**config.mk**
```make
export PLATFORM = sky130hd
export DESIGN_NAME = bss_top
export DESIGN_NICKNAME = d
export VERILOG_FILES = /design/src/verilog/bss_pkg.sv /design/src/verilog/bss_seq_if.sv /design/src/verilog/bss_softstart.sv /design/src/verilog/bss_prebias.sv /design/src/verilog/bss_top.sv
export VERILOG_INCLUDE_DIRS = /design/src /design/src/verilog
export SDC_FILE = /design/constraint.sdc
export NUM_CORES = 1
export LEC_CHECK = 0
export ABC_AREA = 1
export BUFFER_PORTS_ARGS = -buffer_cell sky130_fd_sc_hd__buf_2
export CAP_MARGIN = 20
export CORE_MARGIN = 4
export CORE_UTILIZATION = 57
export DETAILED_ROUTE_END_ITERATION = 8
export PLACE_DENSITY = 0.79
export SYNTH_ARGS = -nofsm -noshare
export SYNTH_HDL_FRONTEND = slang
export SYNTH_SLANG_ARGS = --single-unit
```
**constraint.sdc**
```tcl
create_clock -name ref_clk_i -period 1.9 [get_ports ref_clk_i]
set_input_delay 0.475 -clock ref_clk_i [delete_from_list [all_inputs] [get_ports ref_clk_i]]
set_output_delay 0.475 -clock ref_clk_i [all_outputs]
set_load 0.01 [all_outputs]
```
**src/verilog/bss_defs.svh**
```systemverilog
// Constants of the buck start-up sequencer: timing, levels, offsets and field positions.
`ifndef BSS_DEFS_SVH
`define BSS_DEFS_SVH

// Clock of the block, 20 MHz.
`define BSS_CLK_NS 50
// Soft-start stepping clock, 200 kHz.
`define BSS_SS_CLK_NS 5000
`define BSS_SS_TICK_CYC (`BSS_SS_CLK_NS / `BSS_CLK_NS)
// Soft-start slope, 0.4 mV/us, in uV per us; step in mV per soft-start tick.
`define BSS_SS_SLOPE_UV_US 400
`define BSS_SS_STEP_INT ((`BSS_SS_SLOPE_UV_US * `BSS_SS_CLK_NS) / 1000000)
// Soft-start levels in mV: final 1500, tracking window 150 to 750.
`define BSS_SS_FINAL_MV 11'h5DC
`define BSS_TRACK_LO_MV 11'h096
`define BSS_TRACK_HI_MV 11'h2EE
`define BSS_SS_ZERO_MV 11'h000
// Over-voltage propagation delay, 2.5 us typical.
`define BSS_OVP_DELAY_NS 2500
`define BSS_OVP_DELAY_CYC (`BSS_OVP_DELAY_NS / `BSS_CLK_NS)
// Hiccup blanking, 20.48 ms typical.
`define BSS_HICCUP_NS 20480000
`define BSS_HICCUP_CYC (`BSS_HICCUP_NS / `BSS_CLK_NS)
// Pre-bias start-up: 16 pulses per step, 8 steps of one eighth.
`define BSS_PB_PULSES 16
`define BSS_PB_LAST_PULSE 4'hF
`define BSS_PB_FIRST_STEP 4'h1
`define BSS_PB_LAST_STEP 4'h8
// Valley over-current level select codes: 21 A, 16.5 A, 12.5 A.
`define BSS_OC_HIGH 2'h2
`define BSS_OC_MID 2'h1
`define BSS_OC_LOW 2'h0
// Register offsets.
`define BSS_ADDR_STATUS 4'h0
`define BSS_ADDR_MASK 4'h4
`define BSS_ADDR_STATE 4'h8
// Event bits of the status and mask registers.
`define BSS_EV_W 5
`define BSS_EV_VALID 0
`define BSS_EV_OC 1
`define BSS_EV_OVP 2
`define BSS_EV_HOT 3
`define BSS_EV_DONE 4

`endif

```
**src/verilog/bss_pkg.sv**
```systemverilog
// Types of the buck start-up sequencer.
`include "bss_defs.svh"
package bss_pkg;

   typedef enum logic [4:0] {
      BSS_LOCKOUT = 5'h01,
      BSS_RAMP    = 5'h02,
      BSS_RUN     = 5'h04,
      BSS_HICCUP  = 5'h08,
      BSS_THERMAL = 5'h10
   } bss_state_e;

   typedef struct packed {
      bss_state_e state;
      logic valid;
      logic [18:0] hiccup_cnt;
      logic [5:0] ovp_cnt;
      logic ovp_fault;
      logic oc_fault;
      logic hs_on;
      logic ls_on;
      logic [3:0] ls_eighths;
      logic [1:0] oc_sel;
      logic bias_hi;
      logic ramping;
      logic [`BSS_EV_W-1:0] status;
      logic [`BSS_EV_W-1:0] mask;
      logic [15:0] rdata;
      logic irq;
   } bss_top_s;

   typedef struct packed {
      logic [6:0] tick;
      logic [10:0] level;
   } bss_ramp_s;

   typedef struct packed {
      logic seen_hs;
      logic [3:0] pulse_cnt;
      logic [3:0] step;
      logic done;
   } bss_pb_s;

endpackage

```
**src/verilog/bss_seq_if.sv**
```systemverilog
// Signals between the sequencer control and its ramp and pre-bias stepping modules.
interface bss_seq_if;
   logic ss_run;
   logic ss_clear;
   logic [10:0] ss_level;
   logic pb_clear;
   logic period_tick;
   logic hs_pulse;
   logic pb_ls_allow;
   logic [3:0] pb_eighths;
   logic pb_done;

   modport ctrl (
      output ss_run, ss_clear, pb_clear, period_tick, hs_pulse,
      input ss_level, pb_ls_allow, pb_eighths, pb_done
   );
   modport ramp (
      input ss_run, ss_clear,
      output ss_level
   );
   modport prebias (
      input pb_clear, period_tick, hs_pulse,
      output pb_ls_allow, pb_eighths, pb_done
   );
endinterface

```
**src/verilog/bss_softstart.sv**
```systemverilog
// Digital soft-start reference: fixed steps on an internal 200 kHz tick.
`include "bss_defs.svh"
module bss_softstart (
   // Clock and reset.
   input wire logic ref_clk_i,
   input wire logic resetn_i,
   // Sequencer side.
   bss_seq_if.ramp seq
);
   localparam int TICK_CYC = `BSS_SS_TICK_CYC;
   localparam int STEP_MV = `BSS_SS_STEP_INT;
   localparam bss_pkg::bss_ramp_s RST = '{default: '0};

   bss_pkg::bss_ramp_s ramp_reg;
   bss_pkg::bss_ramp_s ramp_next;

   always_comb begin
      ramp_next = ramp_reg;
      if (seq.ss_clear) begin
         ramp_next = RST;
      end else if (seq.ss_run) begin
         if (ramp_reg.tick == 7'(TICK_CYC - 1)) begin
            ramp_next.tick = '0;
            // linear digital stepping
            if (ramp_reg.level < `BSS_SS_FINAL_MV) begin
               ramp_next.level = ramp_reg.level + 11'(STEP_MV);
            end
         end else begin
            ramp_next.tick = ramp_reg.tick + 7'h01;
         end
      end
   end

   always_ff @(posedge ref_clk_i or negedge resetn_i) begin
      if (!resetn_i) begin
         ramp_reg <= RST;
      end else begin
         ramp_reg <= ramp_next;
      end
   end

   assign seq.ss_level = ramp_reg.level;
endmodule

```
**src/verilog/bss_prebias.sv**
```systemverilog
// Pre-bias start-up: low-side width grows one eighth per 16 switching periods.
`include "bss_defs.svh"
module bss_prebias (
   // Clock and reset.
   input wire logic ref_clk_i,
   input wire logic resetn_i,
   // Sequencer side.
   bss_seq_if.prebias seq
);
   localparam bss_pkg::bss_pb_s RST = '{step: `BSS_PB_FIRST_STEP, default: '0};

   bss_pkg::bss_pb_s pb_reg;
   bss_pkg::bss_pb_s pb_next;

   always_comb begin
      pb_next = pb_reg;
      if (seq.pb_clear) begin
         pb_next = RST;
      // wait first high-side pulse
      end else if (!pb_reg.seen_hs) begin
         pb_next.seen_hs = seq.hs_pulse;
      // count switching periods
      end else if (seq.period_tick && !pb_reg.done) begin
         pb_next.pulse_cnt = pb_reg.pulse_cnt + 4'h1;
         // sixteen pulses per step
         if (pb_reg.pulse_cnt == `BSS_PB_LAST_PULSE) begin
            // widen by one eighth
            if (pb_reg.step == `BSS_PB_LAST_STEP) begin
               pb_next.done = 1'b1;
            end else begin
               pb_next.step = pb_reg.step + 4'h1;
            end
         end
      end
   end

   always_ff @(posedge ref_clk_i or negedge resetn_i) begin
      if (!resetn_i) begin
         pb_reg <= RST;
      end else begin
         pb_reg <= pb_next;
      end
   end

   assign seq.pb_ls_allow = pb_reg.seen_hs;
   assign seq.pb_eighths = pb_reg.step;
   assign seq.pb_done = pb_reg.done;
endmodule

```
**src/verilog/bss_top.sv**
```systemverilog
// Start-up and protection sequencer of a synchronous buck controller.
//
// Decided for this implementation: the strobed register port and the address map.
`include "bss_defs.svh"

// How it works
// Drivers off while bias or enable low.
// Supply valid when all lockouts pass; starts ramp.
// Low side off until first high-side pulse.
// Low-side width starts one eighth, grows eighths.
// Sixteen pulses per step, eight steps.
// Soft-start rises linearly by digital steps.
// Output ramps between 150 and 750 mV.
// Over-current and over-voltage active during ramp.
// Over-voltage flagged after 2.5 us delay.
// Three-state pin picks valley current limit.
// Light load selects lower gate-drive bias.
// Over-current: hiccup with zero level, retry.
// Over-temperature: switches off, reset, auto restart.
// Supply loss resets ramp and step counter.
// Pulse counter advances once per period.
module bss_top #(
   parameter int HICCUP_CYC = `BSS_HICCUP_CYC
) (
   // Clock and reset.
   input wire logic ref_clk_i,
   input wire logic resetn_i,
   // Lockout and fault comparators.
   input wire logic bias_ok_i,
   input wire logic enable_ok_i,
   input wire logic overtemp_i,
   input wire logic ovp_above_i,
   input wire logic oc_event_i,
   // Power stage timing and load.
   input wire logic period_start_i,
   input wire logic hs_pwm_i,
   input wire logic light_load_i,
   // Three-state trip level pin comparators.
   input wire logic trip_pin_high_i,
   input wire logic trip_pin_low_i,
   // Register port.
   input wire logic [3:0] reg_addr_i,
   input wire logic [15:0] reg_wdata_i,
   input wire logic reg_we_i,
   input wire logic reg_re_i,
   output logic [15:0] reg_rdata_o,
   output logic irq_o,
   // Driver and status outputs.
   output logic high_side_switch_o,
   output logic low_side_switch_o,
   output logic [3:0] low_side_eighths_o,
   output logic supply_valid_o,
   output logic output_ramping_o,
   output logic oc_fault_o,
   output logic ovp_fault_o,
   output logic [1:0] trip_level_select_o,
   output logic gate_bias_high_o
);
   localparam int OVP_CYC = `BSS_OVP_DELAY_CYC;
   localparam bss_pkg::bss_top_s RST = '{state: bss_pkg::BSS_LOCKOUT, default: '0};

   bss_seq_if seq ();

   bss_pkg::bss_top_s top_reg;
   bss_pkg::bss_top_s top_next;

   logic supply_ok;
   logic active_reg;
   logic active_next;
   logic [`BSS_EV_W-1:0] event_set;

   assign supply_ok = bias_ok_i & enable_ok_i;
   assign active_reg = (top_reg.state == bss_pkg::BSS_RAMP) ||
                       (top_reg.state == bss_pkg::BSS_RUN);

   // level held at zero outside ramp and run
   assign seq.ss_run = active_reg;
   assign seq.ss_clear = !active_reg;
   // restart pre-bias stepping
   assign seq.pb_clear = !active_reg;
   assign seq.period_tick = period_start_i;
   assign seq.hs_pulse = hs_pwm_i & active_reg;

   bss_softstart u_softstart (
      .ref_clk_i(ref_clk_i),
      .resetn_i(resetn_i),
      .seq(seq.ramp)
   );

   bss_prebias u_prebias (
      .ref_clk_i(ref_clk_i),
      .resetn_i(resetn_i),
      .seq(seq.prebias)
   );

   always_comb begin
      top_next = top_reg;
      event_set = '0;
      active_next = 1'b0;
      top_next.valid = supply_ok;

      // over-voltage after propagation delay
      if (ovp_above_i) begin
         if (top_reg.ovp_cnt == 6'(OVP_CYC - 1)) begin
            top_next.ovp_fault = 1'b1;
         end else begin
            top_next.ovp_cnt = top_reg.ovp_cnt + 6'h01;
         end
      end else begin
         top_next.ovp_cnt = '0;
         top_next.ovp_fault = 1'b0;
      end
      event_set[`BSS_EV_OVP] = top_next.ovp_fault & !top_reg.ovp_fault;

      // valley limit from three-state pin
      if (trip_pin_high_i) begin
         top_next.oc_sel = `BSS_OC_HIGH;
      end else if (trip_pin_low_i) begin
         top_next.oc_sel = `BSS_OC_LOW;
      end else begin
         top_next.oc_sel = `BSS_OC_MID;
      end

      // gate-drive bias level
      top_next.bias_hi = !light_load_i;

      // lockout overrides every state
      if (!supply_ok) begin
         top_next.state = bss_pkg::BSS_LOCKOUT;
         top_next.oc_fault = 1'b0;
         top_next.hiccup_cnt = '0;
      end else begin
         unique case (top_reg.state)
            bss_pkg::BSS_LOCKOUT: begin
               // supply valid starts soft-start
               top_next.state = bss_pkg::BSS_RAMP;
               event_set[`BSS_EV_VALID] = 1'b1;
            end
            bss_pkg::BSS_RAMP, bss_pkg::BSS_RUN: begin
               // thermal shutdown
               if (overtemp_i) begin
                  top_next.state = bss_pkg::BSS_THERMAL;
                  event_set[`BSS_EV_HOT] = 1'b1;
               // over-current watched during ramp too
               end else if (oc_event_i) begin
                  top_next.state = bss_pkg::BSS_HICCUP;
                  top_next.oc_fault = 1'b1;
                  top_next.hiccup_cnt = '0;
                  event_set[`BSS_EV_OC] = 1'b1;
               end else if (top_reg.state == bss_pkg::BSS_RAMP &&
                            seq.ss_level == `BSS_SS_FINAL_MV) begin
                  top_next.state = bss_pkg::BSS_RUN;
                  event_set[`BSS_EV_DONE] = 1'b1;
               end
            end
            bss_pkg::BSS_HICCUP: begin
               // blanking then clear and retry
               if (top_reg.hiccup_cnt == 19'(HICCUP_CYC - 1)) begin
                  top_next.state = bss_pkg::BSS_RAMP;
                  top_next.oc_fault = 1'b0;
                  top_next.hiccup_cnt = '0;
               end else begin
                  top_next.hiccup_cnt = top_reg.hiccup_cnt + 19'h00001;
               end
            end
            bss_pkg::BSS_THERMAL: begin
               // automatic restart when cool
               if (!overtemp_i) begin
                  top_next.state = bss_pkg::BSS_RAMP;
               end
            end
            default: begin
               top_next.state = bss_pkg::BSS_LOCKOUT;
            end
         endcase
      end

      active_next = (top_next.state == bss_pkg::BSS_RAMP) ||
                    (top_next.state == bss_pkg::BSS_RUN);
      // drivers gated by state; high side also by over-voltage fault
      top_next.hs_on = active_next & hs_pwm_i & !top_next.ovp_fault;
      // low side waits for first high-side pulse
      top_next.ls_on = active_next & seq.pb_ls_allow & !hs_pwm_i;
      top_next.ls_eighths = seq.pb_eighths;

      // tracking window of the reference
      top_next.ramping = (seq.ss_level >= `BSS_TRACK_LO_MV) &&
                         (seq.ss_level <= `BSS_TRACK_HI_MV);

      // Register port: read of status clears it, but a new event wins.
      top_next.rdata = '0;
      if (reg_re_i) begin
         unique case (reg_addr_i)
            `BSS_ADDR_STATUS: top_next.rdata = 16'(top_reg.status);
            `BSS_ADDR_MASK: top_next.rdata = 16'(top_reg.mask);
            `BSS_ADDR_STATE: top_next.rdata = 16'({seq.pb_done, top_reg.oc_sel,
               top_reg.ovp_fault, top_reg.oc_fault, top_reg.valid, top_reg.state});
            default: top_next.rdata = '0;
         endcase
      end
      if (reg_re_i && reg_addr_i == `BSS_ADDR_STATUS) begin
         top_next.status = event_set;
      end else begin
         top_next.status = top_reg.status | event_set;
      end
      if (reg_we_i && reg_addr_i == `BSS_ADDR_MASK) begin
         top_next.mask = reg_wdata_i[`BSS_EV_W-1:0];
      end
      top_next.irq = |(top_next.status & top_next.mask);
   end

   always_ff @(posedge ref_clk_i or negedge resetn_i) begin
      if (!resetn_i) begin
         top_reg <= RST;
      end else begin
         top_reg <= top_next;
      end
   end

   assign reg_rdata_o = top_reg.rdata;
   assign irq_o = top_reg.irq;
   assign high_side_switch_o = top_reg.hs_on;
   assign low_side_switch_o = top_reg.ls_on;
   assign low_side_eighths_o = top_reg.ls_eighths;
   assign supply_valid_o = top_reg.valid;
   assign output_ramping_o = top_reg.ramping;
   assign oc_fault_o = top_reg.oc_fault;
   assign ovp_fault_o = top_reg.ovp_fault;
   assign trip_level_select_o = top_reg.oc_sel;
   assign gate_bias_high_o = top_reg.bias_hi;

   // Consecutive cycles with the output above the over-voltage level.
   logic [5:0] above_run;
   always_ff @(posedge ref_clk_i or negedge resetn_i) begin
      if (!resetn_i) begin
         above_run <= '0;
      end else if (!ovp_above_i) begin
         above_run <= '0;
      end else if (above_run != 6'h3F) begin
         above_run <= above_run + 6'h01;
      end
   end
endmodule

```
== Word-level counts from Yosys, hierarchy flattened ==
Index checks and enable logic that the tools add are counted.

* ROM bits: 0
* Output and inout bits: 30
* Memories kept: 0
* Bits in latches: 0
* Bits in writable memories: 0
* Register bits: 98
* Input port bits: 34
* Word-level logic and storage cells: 136

* Multipliers: 0
* Add/sub/neg operators: 6
* $lt $le $gt $ge: 3
* Eq/ne operators: 27
* Reduce and logical (&&, ||, !) cells: 21
* Mux-type cells: 48
* Bitwise logic cells: 9
* Div/mod/pow operators: 0
* Shift-type cells: 0

{| class="wikitable"
|+ Operator list
! operator !! number
|-
| 19-bit 2-to-1 mux || 4
|-
| 5-bit 2-to-1 mux || 9
|-
| 19-bit one-hot mux with 2 select lines || 1
|-
| 11-bit 2-to-1 mux || 3
|-
| 11-bit one-hot mux with 3 select lines || 1
|-
| 5-bit one-hot mux with 4 select lines || 1
|-
| 19-bit by 1-bit adder with 19-bit output (second input constant) || 1
|-
| 19-bit == test (second input constant) || 1
|-
| 18-bit 2-to-1 mux || 1
|-
| 9-bit 2-to-1 mux || 2
|-
| 1-bit 2-to-1 mux || 16
|-
| 7-bit 2-to-1 mux || 2
|-
| 4-bit == test (second input constant) || 3
|-
| 2-bit by 1-bit inequality test with 1-bit output (second input constant) || 6
|-
| 4-bit AND reduction || 3
|-
| 11-bit by 2-bit adder with 11-bit output (second input constant) || 1
|-
| 11-bit == test (second input constant) || 1
|-
| 11-bit by 8-bit >= comparator with 1-bit output (second input constant) || 1
|-
| 11-bit by 10-bit less-or-equal comparator with 1-bit output (second input constant) || 1
|-
| 11-bit less-than comparator (second input constant) || 1
|-
| 5-bit by 2-bit == test with 1-bit output (second input constant) || 2
|-
| 5-bit by 3-bit == test with 1-bit output (second input constant) || 2
|-
| 10-bit 2-to-1 mux || 1
|-
| 3-bit inequality test (second input constant) || 3
|-
| other kinds (26) || 47
|}

== Depth between registers and ports, before layout ==
Gate-level depths: netlist of run 1.

* Depth after elaboration: 11
* Mapped depth: 12
* Depth with buffers taken out: 12

== Modules after synthesis ==
Synthesis of run 1 repeated with hierarchy kept, for this count alone.

* Cell total of the unflattened synthesis: 706
* Area, all modules: 5342.6 µm²

{| class="wikitable"
|+ By module, submodules not included
! module !! area an instance (µm²) !! sequential area each (µm²) !! cells an instance !! instances
|-
| bss_top || 3602.2 || 1627.8 || 473 || 1
|-
| bss_softstart || 1136.1 || 425.4 || 160 || 1
|-
| bss_prebias || 604.3 || 251.5 || 73 || 1
|}

== Worst setup path before layout of run 1 ==
Ideal clock, no wire load.

* Path type: register to register
* From: register top_reg[45] (netlist bit)
* To: register top_reg[63] (netlist bit)
* Setup time: 0.117 ns
* Arrival: 1.418 ns
* Stages on the path, launching flop included: 11
* Data required time: 1.783 ns
* Clock period less this slack: 1.536 ns
* Path buffers: 0
* Setup slack: 0.364 ns
* Cells stage by stage: dfrtp_1 -> ha_1 -> inv_1 -> nor2_2 -> nand2_1 -> inv_1 -> nand3b_1 -> nand3_1 -> nor2_1 -> nand2_1 -> nand2_1

* Cells in the longest elaborated chain, start to end: 4
* Elaborated cells between the ends (all ways): 5
* Those cells by class: add/sub: 1; eq/ne: 1; mux: 3

{| class="wikitable"
|+ RTL lines
! what !! line !! source
|-
| start, declared || bss_top.sv:64 || <nowiki>bss_pkg::bss_top_s top_reg;</nowiki>
|-
| start signal, assigned || bss_top.sv:216 || <nowiki>top_reg <= top_next;</nowiki>
|-
| 19-bit by 1-bit adder with 19-bit output or 19-bit == test (tied branches) || bss_top.sv:163, bss_top.sv:158 ||
|-
| 19-bit 2-to-1 mux (*) || bss_top.sv:158 || <nowiki>if (top_reg.hiccup_cnt == 19'(HICCUP_CYC - 1)) begin</nowiki>
|-
| 19-bit one-hot mux with 2 select lines (*) || bss_top.sv:133 || <nowiki>unique case (top_reg.state)</nowiki>
|-
| 19-bit 2-to-1 mux (*) || bss_top.sv:128 || <nowiki>if (!supply_ok) begin</nowiki>
|}

Every way passes the cells marked *; elsewhere a longest branch is shown, timed or not.
A chain may end at the register's enable or synchronous reset.

==> impl_metrics.ini, run 1 <==
[run_status]
status = finished, final reports clean

[sta]
layout_min_cycle_time_ns = 1.751
fin_setup_tns_ns = 0
clock_skew_ns = 0.01257
setup_viol = 0
period_share_pct = 92.15
hold_violations = 0
rsz0062_at_grt = no
fmax_mhz = 571.2
finalMaxSlewViolations = 0
worst_slack_ns = 0.1492

[yosys]
synth_most_common_cell = nand2_1
synth_edf_count = 0
ys.flop_type = dfrtp_1
synth_area_um2 = 4956
yosysWarnings = 0
synth-async-reset-ratio_pct = 100.0
synth_seq_area_share_pct = 46.50
ys_ff_latch = 92
synth_area_leaders = dfrtp_1 (45%), nand2_1 (12%), inv_1 (7.4%)
post_synth.cell_area_avg_um2 = 7.805
syn_inst = 635
ys_types = 40
synth_largest_area_cell = dfrtp_1
synth_top_cell_area_share_pct = 45.44
synth_common_cells = nand2_1 (154), inv_1 (98), dfrtp_1 (90)

[worst_setup_path]
cp.buffers_inverters = 3
crit_chain = inv_1, nand4_1, nand2_1, buf_4, inv_6, nor2_1, a21oi_2, nand3_1, nor2_1
crit_required_ns = 2.19
critPathMaxStageDelay_ns = 0.60
cp_slowest_cell = dfstp_2
cp_max_fo = 15
worstPathArrival_ns = 2.04
critPathKind = reg2reg
cp_top_family = flip-flops
endpoint_kind = flop
critPathLaunchType = flop
critical_path.most_common_cell = nor2_1

[layout]
n_antenna_cell = 0
areaGrowthSynthToFinish_pct = 11.03
fillers = 676
drive_above_1_share_pct = 14.97
fin_nets = 727
largest_reg_flops = 40

[floorplan]
die_h_um = 101.2
io-pin-count = 64
rows = 33
die_area_um2 = 10250
core_um2 = 8341
fp.dieW_um = 101.2
initial_core_util_pct = 59.42

[power_and_ir_drop]
leakagePower_uw = 0.002651
p_int_uw = 2860
p_per_area_nw_per_um2 = 689.5
seq_power_share_pct = 53.9
comb_power_share_pct = 7.4
switching_share_pct = 24.62
power.switching_uw = 934.2
clockPowerShare_pct = 38.7
vdd_drop_max_v = 0.0003846
finalPower_uw = 3794

[global_route]
grt_max_degree = 32
grt_pass1_vias = 4080
grt_usage_pct = 22.09
grt_antenna_before_repair = 0
grt-ovfl-total = 0
grt_pass1_wl_mm = 18.22

[routing]
wirelength_mm = 10.61
ant_nets = 0
drc_errors = 0
viasPerCell = 5.308
drtIter0Drc = 217
vias = 4209
firstDrtPassIters = 5
routedWlPerCell_um = 13.37

[cts]
htreeDepth = 3
cts_inserted_buffers = 9
path_clk_slew_ns = 0.10
cts_setup_buffers = 0
worstSkewPairLatency_ns = 0.36
clkSinkCount = 92
cts_tree = yes
cts_buffer_depth = 2
post_cts_resized = 0
clock-root-buffer = clkbuf_8
ctsHoldBuffers = 0

[place]
dp_slack_ns = 0.1541
io_buffers = 47
gp_congestion = 0.9412
hpwl_mm = 7.816

[worst_hold_path]
min_path_type = in2async

[run]
maxCapViolCount = 0
metal layers:
metal | up-vias | GRT usage, % | wire length (µm)
li1 | 2077 | - | -
met1 | 1958 | 28.60 | 4610
met2 | 148 | 37.63 | 5153
met3 | 26 | 3.857 | 622
met4 | 0 | 7.362 | 220
met5 | - | 0 | 0
cell families (layout without fill, tap and decap cells):
family / after synthesis / after routing / share of synthesized area, %
AND/OR/NAND/NOR: 321 / 321 / 28.05
other: 1 / 5 / 0.07567
flip-flops: 92 / 92 / 46.50
XOR/XNOR: 14 / 14 / 2.474
adder cells (fa/ha/maj): 9 / 9 / 2.272
AO/OA/AOI/OAI: 66 / 66 / 8.357
buffers and inverters: 132 / 181 / 12.27
worst paths after layout:
kind	from	cells after the start	to	slack [ns]
min	resetn_i	1	trip_level_select_o[0]$_DFF_PN0_	0.04
max	top_reg[65]$_DFF_PN1_	9	low_side_switch_o$_DFF_PN0_	0.15
max in group asynchronous	resetn_i	2	reg_rdata_o[6]$_DFF_PN0_	1.29
max reg2reg	top_reg[65]$_DFF_PN1_	9	low_side_switch_o$_DFF_PN0_	0.15
min in group ref_clk_i	trip_pin_high_i	1	trip_level_select_o[1]$_DFF_PN0_	0.23
min reg2reg	u_prebias.seq.pb_eighths[2]$_DFFE_PN0P_	0	low_side_eighths_o[2]$_DFF_PN0_	0.41
stage by stage:
stage / cell area (µm²) / cells / util, % / hold WS (ns)
floorplan: 4971 / 639 / - / 0.1794
global placement: 5273 / 778 / 63.22 / 0.3836
detailed placement: 5273 / 778 / 63.22 / 0.3895
CTS: 5493 / 793 / 65.86 / 0.04893
global route: 5503 / 793 / 65.98 / 0.05286
finish: 5503 / 793 / 65.98 / 0.03981
power by group through the flow:
stage | clock network [µW] | logic (µW) | registers (µW)
6_report | 1470 | 282 | 2040
5_1_grt | 1580 | 322 | 2050
4_1_cts | 1490 | 287 | 2040
3_5_place_dp | 0 | 285 | 2080
3_3_place_gp | 0 | 277 | 2080
2_1_floorplan | 0 | 156 | 2080
placed cells by master (no fill, tap or decap), types with 3 or more instances in the layout:
master      n
a21oi_1     9
nand4_1    22
o31ai_2     3
o31ai_1     3
nor2_2      3
ha_1        9
nor3_1     19
nor2_1     76
nor2_4      4
xor2_1     12
clkbuf_8    9
inv_1      98
conb_1      5
o21ai_1     5
buf_2      46
o211ai_1    4
buf_4      16
o21ai_0    30
nand3_1    34
dfrtp_1    90
nand2_1   154
layout make-up:
class                      count  area (µm²)  share of cell area, %
inverter                     102       387.9                  7.049
clock buffer                   9       123.9                  2.251
multi-input combinational    415        2068                  37.59
timing repair buffer          64       390.4                  7.094
clock inverter                 6       96.34                  1.751
sequential                    92        2305                  41.88
tap                          105       131.4                  2.387
No activity file was read; power rests on OpenSTA's default activity.
==> inputs of run 2 (changes only) <==
--- a/config.mk
+++ b/config.mk
@@ -9,10 +9,9 @@
 export ABC_AREA = 1
 export BUFFER_PORTS_ARGS = -buffer_cell sky130_fd_sc_hd__buf_2
 export CAP_MARGIN = 20
-export CORE_MARGIN = 4
-export CORE_UTILIZATION = 57
+export CORE_UTILIZATION = 46
 export DETAILED_ROUTE_END_ITERATION = 8
-export PLACE_DENSITY = 0.79
+export PLACE_DENSITY = 0.66
 export SYNTH_ARGS = -nofsm -noshare
 export SYNTH_HDL_FRONTEND = slang
 export SYNTH_SLANG_ARGS = --single-unit
==> run 2 against run 1 <==
Global-route usage down 2.0 points; worst hold slack worse by 0.018 ns; critical path depth is 1 lower; maximum frequency grew 2.0%; sequential share of layout area fell by 0.14 points; non-clock buffer count is 2 higher; setup slack better by 0.034 ns; via count is 0.62% lower.
==> impl_metrics.ini, run 2 (same netlist as run 1, synthesis figures left out) <==
[place]
placed_area_um2 = 5314
io_buffers = 47
gp_congestion = 0.9152
hpwl_mm = 7.899

[routing]
wirelength_mm = 10.27
vias = 4183
drc_errors = 0
drtIter0Drc = 218
ant_nets = 0
viasPerCell = 5.058
firstDrtPassIters = 4
routedWlPerCell_um = 12.41

[sta]
finalMaxSlewViolations = 0
layout_min_cycle_time_ns = 1.717
clock_skew_ns = 0.009124
hold_violations = 0
fin_setup_tns_ns = 0
fin_hold_ws_ns = 0.02185
fmax_mhz = 582.4
period_share_pct = 90.37
setup_viol = 0
rsz0062_at_grt = no

[worst_setup_path]
r2r_slack_ns = 0.18
worstPathArrival_ns = 2.01
r2r_cells = 8
critPathLaunchType = flop
critPathKind = reg2reg
endpoint_kind = flop
reg2reg_from = top_reg[66]$_DFF_PN0_
crit_required_ns = 2.19
cp_max_fo = 8
reg2reg_to = top_reg[48]$_DFFE_PN0P_

[global_route]
grt_antenna_before_repair = 0
grt_max_degree = 32
grt_pass1_wl_mm = 18.12
grt-ovfl-total = 0
grt_pass1_vias = 4033
grt_usage_pct = 20.04

[cts]
cts_tree = yes
cts_setup_buffers = 0
clkSinkCount = 92
clock-root-buffer = clkbuf_8
cts_inserted_buffers = 9
htreeDepth = 3
path_clk_slew_ns = 0.09
ctsHoldBuffers = 0
worstSkewPairLatency_ns = 0.36
cts_buffer_depth = 2
post_cts_resized = 0

[layout]
final_cell_mix = nand2_1 (154), inv_1 (98), dfrtp_1 (90), nor2_1 (76), buf_2 (46)
largest_reg_flops = 40
fin_nets = 729
areaGrowthSynthToFinish_pct = 11.41
fin_area_um2 = 5522
layout_commonest_cell = nand2_1
n_antenna_cell = 0
drive_above_1_share_pct = 15.34
utilization_pct = 53.25

[floorplan]
io-pin-count = 64
rows = 37
initial_core_util_pct = 47.79
die_h_um = 105.8
core_um2 = 10370
die_area_um2 = 11190
fp.dieW_um = 105.8

[power_and_ir_drop]
vdd_drop_max_v = 0.0003381
finalPower_uw = 3674
p_per_area_nw_per_um2 = 665.3
leakagePower_uw = 0.002647

[worst_hold_path]
min_path_type = in2async

[run]
maxCapViolCount = 0

[run_status]
status = finished, final reports clean
[run 2: critical path, stage by stage, from the launching register on]
cell and delay [ns]:
dfrtp_1 0.48, nor2_4 0.18, nand4_1 0.12, nand2_1 0.22, nand2_1 0.10, nand2_2 0.17, buf_4 0.18, nand2_1 0.05
a21oi_1 0.14
[run 2: through the flow]
| stage | std cells | setup WS [ns] |
|---|---|---|
| floorplan | 639 | 0.3645 |
| global placement | 811 | 0.1946 |
| detailed placement | 811 | 0.1832 |
| CTS | 827 | 0.1784 |
| global route | 827 | 0.001439 |
| finish | 827 | 0.1829 |
[run 2: how the worst max path moves through the flow]
stage / startpoint / endpoint / slack (ns) / cells after the start
floorplan: top_reg[45]$_DFFE_PN0P_ / top_reg[63]$_DFFE_PN0P_ / 0.36 / 10
global placement: reg_addr_i[1] / irq_o$_DFF_PN0_ / 0.19 / 9
detailed placement: reg_addr_i[1] / irq_o$_DFF_PN0_ / 0.18 / 9
CTS: top_reg[66]$_DFF_PN0_ / top_reg[48]$_DFFE_PN0P_ / 0.18 / 8
global route: top_reg[46]$_DFFE_PN0P_ / top_reg[63]$_DFFE_PN0P_ / 0.001 / 10
finish: top_reg[66]$_DFF_PN0_ / top_reg[48]$_DFFE_PN0P_ / 0.18 / 8
[run 2: layout make-up]
cell class / instances / area, µm²
clock buffer: 10 / 127.6
clock inverter: 6 / 70.07
fill: 977 / 4848
inverter: 102 / 387.9
multi-input combinational: 415 / 2068
sequential: 92 / 2305
tap: 136 / 170.2
timing repair buffer: 66 / 392.9
[run 2: power breakdown]
part,internal [µW],switching (µW),leakage (µW)
sequential,2020,27.5,0.00124
clock,621,726,0.000101
combinational,92.9,190,0.00130
[run 2: routing by layer]
| layer | track usage, % | part of all wire, % | vias up |
|---|---|---|---|
| met4 | 7.341 | 1.3 | 0 |
| met5 | 0 | 0 | - |
| li1 | - | - | 2092 |
| met3 | 2.536 | 4.5 | 11 |
| met2 | 34.22 | 48 | 114 |
| met1 | 26.02 | 47 | 1966 |
==> inputs of run 3 (changes only) <==
--- a/config.mk
+++ b/config.mk
@@ -9,9 +9,10 @@
 export ABC_AREA = 1
 export BUFFER_PORTS_ARGS = -buffer_cell sky130_fd_sc_hd__buf_2
 export CAP_MARGIN = 20
-export CORE_UTILIZATION = 46
+export CORE_UTILIZATION = 48
 export DETAILED_ROUTE_END_ITERATION = 8
-export PLACE_DENSITY = 0.66
+export PLACE_DENSITY = 0.68
+export SKIP_CTS_REPAIR_TIMING = 1
 export SYNTH_ARGS = -nofsm -noshare
 export SYNTH_HDL_FRONTEND = slang
 export SYNTH_SLANG_ARGS = --single-unit
==> run 3 against run 2 <==
Critical path depth up 1; non-clock buffer count down 2; die area down 4.1%; via count down 0.81%; cell count down 0.60%; worst hold slack better by 0.053 ns; register-to-register slack about the same; largest power group unchanged; clock-buffer cell count unchanged; clock skew up 0.0026 ns; wire length about the same; first-iteration DRC count down 3.7%.
==> impl_metrics.ini, run 3 (same netlist as run 1, synthesis figures left out) <==
[cts]
path_clk_slew_ns = 0.10
clock-root-buffer = clkbuf_8
cts_tree = yes
htreeDepth = 3
clkSinkCount = 92
cts_inserted_buffers = 9
worstSkewPairLatency_ns = 0.36
cts_buffer_depth = 2

[floorplan]
die_h_um = 103.6
initial_core_util_pct = 50.01
io-pin-count = 64
die_area_um2 = 10740
core_um2 = 9910
fp.dieW_um = 103.6
rows = 36

[power_and_ir_drop]
leakagePower_uw = 0.002644
vdd_drop_max_v = 0.0002847
p_per_area_nw_per_um2 = 674.9

[global_route]
grt_antenna_before_repair = 0
grt_pass1_wl_mm = 18.17
grt_usage_pct = 20.81
grt_max_degree = 39
grt-ovfl-total = 0
grt_pass1_vias = 4088

[sta]
hold_violations = 0
fin_hold_ws_ns = 0.07474
setup_viol = 0
fin_setup_tns_ns = 0
period_share_pct = 90.32
fmax_mhz = 582.7
finalMaxSlewViolations = 0
maxSlewHeadroom_pct = 65.83
layout_min_cycle_time_ns = 1.716
clock_skew_ns = 0.01174
rsz0062_at_grt = no
worst_slew_pin_slew_ns = 0.5126

[place]
io_buffers = 47
dp.cells = 806
hpwl_mm = 7.760
gp_congestion = 0.9183

[layout]
final_cell_count_no_fill = 822
utilization_pct = 55.53
fin_nets = 727
areaGrowthSynthToFinish_pct = 11.03
n_antenna_cell = 0
fillers = 907
drive_above_1_share_pct = 14.95
final_cell_mix = nand2_1 (154), inv_1 (98), dfrtp_1 (90), nor2_1 (76), buf_2 (46)
layout_commonest_cell = nand2_1
largest_reg_flops = 40

[routing]
routedWlPerCell_um = 12.48
drc_errors = 0
ant_nets = 0
drtIter0Drc = 210
vias = 4149
firstDrtPassIters = 5
viasPerCell = 5.047
wirelength_mm = 10.26

[run]
maxCapViolCount = 0

[worst_setup_path]
critPathLaunchType = flop
endpoint_kind = flop
crit_required_ns = 2.15
worstPathArrival_ns = 1.97
cp_max_fo = 6
critPathKind = reg2reg

[run_status]
status = finished, final reports clean

[worst_hold_path]
min_path_type = in2async
==> run 3: cell type report <==
type / count / area (µm²) / share of cell area (%)
Clock buffer: 10 / 137.6 / 2.501
Timing Repair Buffer: 64 / 377.9 / 6.867
Clock inverter: 6 / 70.07 / 1.273
Sequential cell: 92 / 2305 / 41.88
Multi-Input combinational cell: 415 / 2058 / 37.40
Tap cell: 133 / 166.4 / 3.024
Inverter: 102 / 387.9 / 7.049
==> run 3: where the power goes <==
group / switching, µW / internal, µW
Clock: 729 / 657
Sequential: 27.6 / 2020
Combinational: 193 / 91.1
==> run 3: final timing paths <==
check	from	end	slack, ns	cells after the start
min	resetn_i	trip_level_select_o[1]$_DFF_PN0_	0.07	1
max	top_reg[67]$_DFF_PN0_	low_side_switch_o$_DFF_PN0_	0.18	9
max reg2reg	top_reg[67]$_DFF_PN0_	low_side_switch_o$_DFF_PN0_	0.18	9
min reg2reg	u_prebias.seq.pb_eighths[2]$_DFFE_PN0P_	low_side_eighths_o[2]$_DFF_PN0_	0.42	0
max in group asynchronous	resetn_i	gate_bias_high_o$_DFF_PN0_	1.26	2
min in group ref_clk_i	trip_pin_high_i	trip_level_select_o[1]$_DFF_PN0_	0.24	1
==> run 3: critical path, cell delays in order (launching register included) <==
cell	delay [ns]
dfrtp_1	0.46
nor2_2	0.20
nand4_1	0.13
nand2_1	0.21
buf_4	0.19
nand2_1	0.05
o21ai_0	0.07
nand2_1	0.09
nand3_1	0.15
nor2_1	0.06
==> run 3: metal layers <==
metal / vias to the layer above / track usage (%) / share of wire, %
met4: 0 / 6.832 / 1.1
met5: - / 0 / 0
met1: 1969 / 26.92 / 47
li1: 2091 / - / -
met3: 10 / 3.839 / 3.4
met2: 79 / 35.14 / 49
==> run 3: through the flow <==
stage / instance area, µm² / setup WS, ns / power [µW]
6_report: 5503 / 0.1838 / 3714
5_1_grt: 5503 / 0.01002 / 3886
4_1_cts: 5503 / 0.1907 / 3762
3_5_place_dp: 5295 / 0.1507 / 2370
3_3_place_gp: 5295 / 0.2093 / 2357
2_1_floorplan: 4971 / 0.3645 / 2239
